File: src/shared/olf_pkg.sv
// Constants for the overlay layer frame configuration bank.
// Assumes a 32-bit AHB-Lite register bus and one 100 MHz clock.
package olf_pkg;

  // ==========================================================
  // Register map: word indices, byte address is four times
  localparam int IDX_W = 9;
  localparam int LAYERS = 2;
  localparam int LAYER_SLOTS = 12;
  localparam int REG_NUM = 25;
  localparam int SLOT_CURSOR = 24;

  // Slot order inside each layer block
  localparam int S_MODE = 0;
  localparam int S_EXT = 1;
  localparam int S_OA0 = 2;
  localparam int S_DA0 = 3;
  localparam int S_OA1 = 4;
  localparam int S_DA1 = 5;
  localparam int S_SCRX = 6;
  localparam int S_SCRY = 7;
  localparam int S_WINX = 8;
  localparam int S_WINY = 9;
  localparam int S_WINW = 10;
  localparam int S_WINH = 11;

  // Word index of each slot (layer 4, layer 5, cursor)
  localparam logic [IDX_W-1:0] REG_IDX [REG_NUM] = '{
    9'h070, 9'h150, 9'h074, 9'h078, 9'h07C, 9'h080,
    9'h084, 9'h086, 9'h154, 9'h156, 9'h158, 9'h15A,
    9'h088, 9'h160, 9'h08C, 9'h090, 9'h094, 9'h098,
    9'h09C, 9'h09E, 9'h164, 9'h166, 9'h168, 9'h16A,
    9'h0A0};

  // Writable bits of each slot; all others read zero
  localparam logic [31:0] M_MODE = 32'hE0FF0FFF;
  localparam logic [31:0] M_OA = 32'h03FFFFF0;
  localparam logic [31:0] M_DA = 32'h03FFFFFF;
  localparam logic [31:0] M_POS = 32'h00000FFF;
  localparam logic [31:0] REG_MASK [REG_NUM] = '{
    M_MODE, 32'hC0F00003, M_OA, M_DA, M_OA, M_DA,
    M_POS, M_POS, M_POS, M_POS, M_POS, M_POS,
    M_MODE, 32'hC0000003, M_OA, M_DA, M_OA, M_DA,
    M_POS, M_POS, M_POS, M_POS, M_POS, M_POS,
    32'h000001FF};
  localparam logic [31:0] REG_RESET = 32'h00000000;

  // ==========================================================
  // Field positions
  localparam int HEIGHT_LSB = 0;
  localparam int STRIDE_LSB = 16;
  localparam int FLIP_LSB = 29;
  localparam int COLOR_BIT = 31;
  localparam int WP_BIT = 0;
  localparam int OM_BIT = 1;
  localparam int EC_LSB = 30;
  localparam int CUR_CODE_LSB = 0;
  localparam int CUR_ZERO_BIT = 8;
  localparam int STRIDE_SHIFT = 6;

  // ==========================================================
  // Encodings
  localparam logic [1:0] FLIP_FRAME0 = 2'h0;
  localparam logic [1:0] FLIP_FRAME1 = 2'h1;
  localparam logic [1:0] FLIP_ALT = 2'h2;
  localparam logic [1:0] EXTC_BASIC = 2'h0;
  localparam logic [1:0] EXTC_DIRECT24 = 2'h1;
  localparam logic [1:0] COLOR_INDIRECT8 = 2'h0;
  localparam logic [1:0] COLOR_DIRECT16 = 2'h1;
  localparam logic [1:0] COLOR_DIRECT24 = 2'h2;
  localparam logic [2:0] HSIZE_WORD = 3'h2;

  typedef enum logic [1:0] {
    ST_IDLE, ST_WRITE, ST_READ, ST_READ_OUT
  } olf_bus_state_t;

endpackage

File: src/rtl/olf_ahb_slave.sv
// AHB-Lite slave front end for the layer configuration bank.
// Assumes single word transfers; reads take one wait state.
`timescale 1ns/1ps
`default_nettype none
module olf_ahb_slave (
  input wire logic clk,
  input wire logic reset,
  input wire logic hsel,
  input wire logic [31:0] haddr,
  input wire logic [1:0] htrans,
  input wire logic hwrite,
  input wire logic [2:0] hsize,
  input wire logic [31:0] hwdata,
  input wire logic hready,
  output logic hreadyout,
  output logic [31:0] hrdata,
  output logic hresp,
  output logic regWr,
  output logic [olf_pkg::IDX_W-1:0] regIdx,
  output logic [31:0] regWdata,
  input wire logic [31:0] regRdata
);
  olf_pkg::olf_bus_state_t state_r;
  olf_pkg::olf_bus_state_t state_nxt;
  logic [olf_pkg::IDX_W-1:0] idx_r;
  logic ok_r;
  logic [31:0] rdata_r;

  wire addrPhase = hsel & htrans[1] & hready;
  wire addrOk = (haddr[31:11] == 21'h000000) && (haddr[1:0] == 2'h0)
                && (hsize == olf_pkg::HSIZE_WORD);

  always_comb begin
    case (state_r)
      olf_pkg::ST_READ: state_nxt = olf_pkg::ST_READ_OUT;
      default: begin
        if (addrPhase) begin
          state_nxt = hwrite ? olf_pkg::ST_WRITE : olf_pkg::ST_READ;
        end else begin
          state_nxt = olf_pkg::ST_IDLE;
        end
      end
    endcase
  end

  always_ff @(posedge clk) begin
    if (reset) begin
      state_r <= olf_pkg::ST_IDLE;
      idx_r <= '0;
      ok_r <= 1'b0;
      rdata_r <= 32'h00000000;
    end else begin
      state_r <= state_nxt;
      if (addrPhase) begin
        idx_r <= haddr[10:2];
        ok_r <= addrOk;
      end
      if (state_r == olf_pkg::ST_READ) begin
        rdata_r <= ok_r ? regRdata : 32'h00000000;
      end
    end
  end

  // Unmapped or odd-sized accesses read zero and write nothing
  assign hreadyout = (state_r != olf_pkg::ST_READ);
  assign hresp = 1'b0;
  assign hrdata = rdata_r;
  assign regWr = (state_r == olf_pkg::ST_WRITE) && ok_r;
  assign regIdx = idx_r;
  assign regWdata = hwdata;
endmodule
`default_nettype wire

File: src/rtl/olf_layer_sel.sv
// Per-layer frame selection and mode decode for one overlay layer.
// Assumes frameStart pulses once per displayed frame.
`timescale 1ns/1ps
`default_nettype none
module olf_layer_sel (
  input wire logic clk,
  input wire logic reset,
  input wire logic frameStart,
  input wire logic [31:0] modeReg,
  input wire logic [31:0] extReg,
  input wire logic [31:0] origin0,
  input wire logic [31:0] display0,
  input wire logic [31:0] origin1,
  input wire logic [31:0] display1,
  output logic [31:0] originAddr,
  output logic [31:0] displayAddr,
  output logic showFrame1,
  output logic [1:0] colorMode,
  output logic [12:0] frameHeight,
  output logic [13:0] strideBytes,
  output logic windowEnable,
  output logic overlayExt
);
  logic alt_r;
  logic [1:0] flip;
  logic [1:0] extColor;
  logic useFrame1;
  logic [1:0] colorSel;
  logic [31:0] dispSel;

  assign flip = modeReg[olf_pkg::FLIP_LSB +: 2];
  assign extColor = extReg[olf_pkg::EC_LSB +: 2];
  assign useFrame1 = (flip == olf_pkg::FLIP_FRAME1)
                     || ((flip == olf_pkg::FLIP_ALT) && alt_r);
  assign colorSel = (extColor == olf_pkg::EXTC_DIRECT24)
                    ? olf_pkg::COLOR_DIRECT24
                    : (modeReg[olf_pkg::COLOR_BIT]
                       ? olf_pkg::COLOR_DIRECT16
                       : olf_pkg::COLOR_INDIRECT8);
  assign dispSel = useFrame1 ? display1 : display0;

  always_ff @(posedge clk) begin
    if (reset) begin
      alt_r <= 1'b0;
      originAddr <= 32'h00000000;
      displayAddr <= 32'h00000000;
      showFrame1 <= 1'b0;
      colorMode <= olf_pkg::COLOR_INDIRECT8;
      frameHeight <= 13'h0000;
      strideBytes <= 14'h0000;
      windowEnable <= 1'b0;
      overlayExt <= 1'b0;
    end else begin
      if (frameStart) begin
        alt_r <= (flip == olf_pkg::FLIP_ALT) ? ~alt_r : 1'b0;
      end
      originAddr <= (useFrame1 ? origin1 : origin0)
                    & olf_pkg::M_OA;
      displayAddr <= {dispSel[31:1],
        dispSel[0] & (colorSel != olf_pkg::COLOR_DIRECT16)};
      showFrame1 <= useFrame1;
      colorMode <= colorSel;
      frameHeight <= {1'b0, modeReg[olf_pkg::HEIGHT_LSB +: 12]} + 13'h0001;
      strideBytes <= {modeReg[olf_pkg::STRIDE_LSB +: 8], 6'h00};
      windowEnable <= extReg[olf_pkg::WP_BIT];
      overlayExt <= extReg[olf_pkg::OM_BIT];
    end
  end
endmodule
`default_nettype wire

File: src/rtl/olf_regs.sv
// Register bank for overlay layers 4 and 5 plus cursor transparency.
// Assumes an AHB-Lite master and a display pipeline that reads the
// decoded per-layer outputs; index 0 of each layer array is layer 4.
`timescale 1ns/1ps
`default_nettype none
module olf_regs (
  input wire logic clk,
  input wire logic reset,
  input wire logic hsel,
  input wire logic [31:0] haddr,
  input wire logic [1:0] htrans,
  input wire logic hwrite,
  input wire logic [2:0] hsize,
  input wire logic [31:0] hwdata,
  input wire logic hready,
  output logic hreadyout,
  output logic [31:0] hrdata,
  output logic hresp,
  input wire logic frameStart,
  input wire logic cursorValid,
  input wire logic [7:0] cursorCode,
  output logic cursorTransparent,
  output logic [1:0][31:0] layerOriginAddr,
  output logic [1:0][31:0] layerDisplayAddr,
  output logic [1:0] layerShowFrame1,
  output logic [1:0][1:0] layerColorMode,
  output logic [1:0][12:0] layerFrameHeight,
  output logic [1:0][13:0] layerStrideBytes,
  output logic [1:0] layerWindowEnable,
  output logic [1:0] layerOverlayExt,
  output logic [1:0][11:0] layerScrollX,
  output logic [1:0][11:0] layerScrollY,
  output logic [1:0][11:0] layerWindowX,
  output logic [1:0][11:0] layerWindowY,
  output logic [1:0][11:0] layerWindowWidth,
  output logic [1:0][12:0] layerWindowHeight
);

  // ==========================================================
  // Bus front end
  logic regWr;
  logic [olf_pkg::IDX_W-1:0] regIdx;
  logic [31:0] regWdata;
  logic [31:0] regRdata;

  olf_ahb_slave olf_ahb_slave_inst (
    .clk(clk),
    .reset(reset),
    .hsel(hsel),
    .haddr(haddr),
    .htrans(htrans),
    .hwrite(hwrite),
    .hsize(hsize),
    .hwdata(hwdata),
    .hready(hready),
    .hreadyout(hreadyout),
    .hrdata(hrdata),
    .hresp(hresp),
    .regWr(regWr),
    .regIdx(regIdx),
    .regWdata(regWdata),
    .regRdata(regRdata)
  );

  // ==========================================================
  // Register storage, one entry per slot
  logic [31:0] regVal [olf_pkg::REG_NUM];
  logic [31:0] rdTerm [olf_pkg::REG_NUM];

  for (genvar g = 0; g < olf_pkg::REG_NUM; g++) begin : g_reg
    logic [31:0] val_r;
    wire hit = (regIdx == olf_pkg::REG_IDX[g]);
    always_ff @(posedge clk) begin
      if (reset) begin
        val_r <= olf_pkg::REG_RESET;
      end else if (regWr && hit) begin
        val_r <= regWdata & olf_pkg::REG_MASK[g];
      end
    end
    assign regVal[g] = val_r;
    assign rdTerm[g] = hit ? (val_r & olf_pkg::REG_MASK[g]) : 32'h00000000;
  end

  // Unmapped indices hit no slot and read zero
  always_comb begin
    regRdata = 32'h00000000;
    for (int i = 0; i < olf_pkg::REG_NUM; i++) begin
      regRdata = regRdata | rdTerm[i];
    end
  end

  // ==========================================================
  // Per-layer decode for the display pipeline
  for (genvar l = 0; l < olf_pkg::LAYERS; l++) begin : g_layer
    localparam int B = l * olf_pkg::LAYER_SLOTS;

    olf_layer_sel olf_layer_sel_inst (
      .clk(clk),
      .reset(reset),
      .frameStart(frameStart),
      .modeReg(regVal[B + olf_pkg::S_MODE]),
      .extReg(regVal[B + olf_pkg::S_EXT]),
      .origin0(regVal[B + olf_pkg::S_OA0]),
      .display0(regVal[B + olf_pkg::S_DA0]),
      .origin1(regVal[B + olf_pkg::S_OA1]),
      .display1(regVal[B + olf_pkg::S_DA1]),
      .originAddr(layerOriginAddr[l]),
      .displayAddr(layerDisplayAddr[l]),
      .showFrame1(layerShowFrame1[l]),
      .colorMode(layerColorMode[l]),
      .frameHeight(layerFrameHeight[l]),
      .strideBytes(layerStrideBytes[l]),
      .windowEnable(layerWindowEnable[l]),
      .overlayExt(layerOverlayExt[l])
    );

    always_ff @(posedge clk) begin
      if (reset) begin
        layerScrollX[l] <= 12'h000;
        layerScrollY[l] <= 12'h000;
        layerWindowX[l] <= 12'h000;
        layerWindowY[l] <= 12'h000;
        layerWindowWidth[l] <= 12'h000;
        layerWindowHeight[l] <= 13'h0000;
      end else begin
        layerScrollX[l] <= regVal[B + olf_pkg::S_SCRX][11:0];
        layerScrollY[l] <= regVal[B + olf_pkg::S_SCRY][11:0];
        layerWindowX[l] <= regVal[B + olf_pkg::S_WINX][11:0];
        layerWindowY[l] <= regVal[B + olf_pkg::S_WINY][11:0];
        layerWindowWidth[l] <= regVal[B + olf_pkg::S_WINW][11:0];
        layerWindowHeight[l] <=
          {1'b0, regVal[B + olf_pkg::S_WINH][11:0]} + 13'h0001;
      end
    end
  end

  // ==========================================================
  // Cursor transparency test
  logic [7:0] transCode;
  logic zeroTransparent;
  logic cursorHit;

  assign transCode = regVal[olf_pkg::SLOT_CURSOR][olf_pkg::CUR_CODE_LSB +: 8];
  assign zeroTransparent = regVal[olf_pkg::SLOT_CURSOR][olf_pkg::CUR_ZERO_BIT];
  // code zero follows its own bit
  assign cursorHit = (cursorCode == 8'h00) ? zeroTransparent
                                           : (cursorCode == transCode);

  always_ff @(posedge clk) begin
    if (reset) begin
      cursorTransparent <= 1'b0;
    end else begin
      cursorTransparent <= cursorValid && cursorHit;
    end
  end

endmodule
`default_nettype wire

File: config.mk
export PLATFORM = sky130hd
export DESIGN_NAME = olf_regs
export DESIGN_NICKNAME = d
export VERILOG_FILES = /design/src/shared/olf_pkg.sv /design/src/rtl/olf_ahb_slave.sv /design/src/rtl/olf_layer_sel.sv /design/src/rtl/olf_regs.sv
export SDC_FILE = /design/constraint.sdc
export NUM_CORES = 2
export LEC_CHECK = 0
export BUFFER_PORTS_ARGS = -buffer_cell sky130_fd_sc_hd__buf_2
export CAP_MARGIN = 5
export CORE_MARGIN = 2
export CORE_UTILIZATION = 40
export CTS_CLUSTER_DIAMETER = 50
export DETAILED_ROUTE_END_ITERATION = 10
export SLEW_MARGIN = 20
export SYNTH_ARGS = -nofsm -noshare
export SYNTH_HDL_FRONTEND = slang
export SYNTH_HIERARCHICAL = 1
export SYNTH_SLANG_ARGS = --single-unit
File: constraint.sdc
create_clock -name clk -period 6.9 [get_ports clk]
set_clock_uncertainty 0.15 [all_clocks]
set_input_delay 1.035 -clock clk [delete_from_list [all_inputs] [get_ports clk]]
set_output_delay 1.035 -clock clk [all_outputs]
set_load 0.005 [all_outputs]
==> impl_metrics.tcl <==
set metrics [dict create \
    status "finished clean" \
    p_per_area_nw_per_um2 274 \
    layout_commonest_cell "nand2_1" \
    routed_wl_mm 123 \
    htree_levels 3 \
    viasPerCell 5.76 \
    slowest_delay_ns 0.92 \
    seq_area_sq_um 15100 \
    antenna_found_initial 6 \
    grt_pass1_wl_mm 176 \
    cts.sinks 756 \
    first_global_vias 25323 \
    cp_num_buf_inv 1 \
    multi_input_area_sq_um 13300 \
    die_area_sq_um 77800 \
    tightest_slew_ns 1.36 \
    holdWs_ns 0.296 \
    fmax_mhz 246 \
    area_growth_pct 17.2 \
    period_needed_ns 4.07 \
    crit_path_start_kind "flop" \
    path_clk_slew_ns 0.06 \
    yosysWarningCount 6 \
    final_core_util_pct 47.5 \
    root_buffer "clkbuf_16" \
    fin_crit_sh_pct 58.9 \
    cp.required_ns 7.27 \
    finalHoldViolations 0 \
    relSlewSlack_pct 7.00 \
    hold_buffers 0 \
    clockBufferDepth 3 \
    routabilityCongestion 0.974 \
    cts_resized 0 \
    port_buffers 419 \
    layout_common_cells "nand2_1 (794), dfxtp_1 (755), a21oi_1 (542), buf_2 (418), nand3_1 (210)" \
    vdd.ir_drop.worst_uv 201 \
    crit_type "flop to flop" \
    hold_class "flop to flop" \
    path_cells "buf_4 -> nor2b_2 -> a32oi_1 -> o22ai_1 -> a2111oi_0 -> nand4_1 -> nand3_1 -> a21oi_1" \
    slew_violations 0 \
    overflow 0 \
    synth_area_sq_um 30200 \
    avgSynthCellArea_sq_um 8.39 \
    dp_hpwl_mm 82.8 \
    post-cts-setup-buffer-count 0 \
    post_drt_wl_per_cell_microns 25.2 \
    critPathCaptureType "flop" \
    die_h_microns 279 \
    layout.nets 3923 \
    drcViolationCount 0 \
    clock_latency_ns 0.67 \
    die_w_microns 279 \
    first_pass_iters 8 \
    drive_above_1_share_pct 17.5 \
    core_area_sq_um 74600 \
    fillers 7324 \
    rsz0062_at_grt "false" \
    cts_made_buffers 94 \
    via_count 28126 \
    start_util_pct 40.5 \
    row_count 100 \
    critPathArrivalTime_ns 4.44 \
    ios 457 \
    grtUsageTotal_pct 30.5 \
    grt_max_degree 186 \
    cp_top_family "compound AO/OA/AOI/OAI gates" \
    tritoncts "done" \
    drtIter0Drc 4443 \
    cp_max_fo 41 \
    syn_inst 3603 \
    p_total_mw 9.72 \
    tns_ns 0 \
    postRouteAntennaNets 0 \
    setup_violations 0 \
    slowest_stage "a2111oi_0" \
    p_leak_nw 13.4 \
    drv_cap 0 \
]
layer usage:
metal	global-route usage, %	wire (microns)
met1	43.3	51300
met2	42.6	50500
met3	8.58	15900
met4	13.5	5580
met5	0	50
area by class of cell:
class	count	area share, %
clock buffer	117	7.29
multi-input combinational	2507	37.5
timing repair buffer	466	7.05
clock inverter	60	1.91
antenna	2	0.0141
inverter	10	0.120
tap	969	3.42
sequential	756	42.7
worst reg2reg max path, stage by stage (launching register included):
cell and delay, ns:
dfxtp_2 0.62, buf_4 0.62, nor2b_2 0.41, a32oi_1 0.46, o22ai_1 0.18, a2111oi_0 0.92
nand4_1 0.33, nand3_1 0.17, a21oi_1 0.07
final timing paths:
| kind | from | endpoint | slack [ns] | cells past startpoint |
|---|---|---|---|---|
| min reg2reg | olf_ahb_slave_inst/hrdata[18] | olf_ahb_slave_inst/hrdata[18] | 0.30 | 2 |
| max reg2reg | olf_ahb_slave_inst/regIdx[2] | olf_ahb_slave_inst/hrdata[0] | 2.83 | 8 |
| max | olf_ahb_slave_inst/regIdx[2] | olf_ahb_slave_inst/hrdata[0] | 2.83 | 8 |
| min | olf_ahb_slave_inst/hrdata[18] | olf_ahb_slave_inst/hrdata[18] | 0.30 | 2 |
metrics by stage:
step,setup WS (ns),area [sq um],cells
final,2.83,35400,4887
after global routing,2.84,35400,4886
after CTS,3.05,35400,4885
after detailed placement,3.05,32200,4708
after global placement,3.17,32200,4708
after floorplan,4.43,30400,3659
where the power goes:
part	total (mW)	switching [mW]	internal, mW
logic	0.279	0.229	0.0501
registers	4.38	0.00558	4.37
clock network	5.07	2.08	2.98
total	9.72	2.32	7.41
sequential cells by signal (all words and copies together), names as in the netlist, 2 cells and up:
register and cells:
g_layer.olf_layer_sel_inst/displayAddr 64, layerScrollY 24, g_layer.olf_layer_sel_inst/strideBytes 16, layerWindowHeight 26, olf_ahb_slave_inst/state_r 2, g.val_r 403
layerWindowY 24, olf_ahb_slave_inst/regIdx 9, g_layer.olf_layer_sel_inst/showFrame1 2, g_layer.olf_layer_sel_inst/colorMode 4, g_layer.olf_layer_sel_inst/frameHeight 26, olf_ahb_slave_inst/hrdata 32
g_layer.olf_layer_sel_inst/windowEnable 2, g_layer.olf_layer_sel_inst/originAddr 44, layerScrollX 24, g_layer.olf_layer_sel_inst/alt_r 2, layerWindowWidth 24, g_layer.olf_layer_sel_inst/overlayExt 2
layerWindowX 24
(Power assumes the default switching activity.)
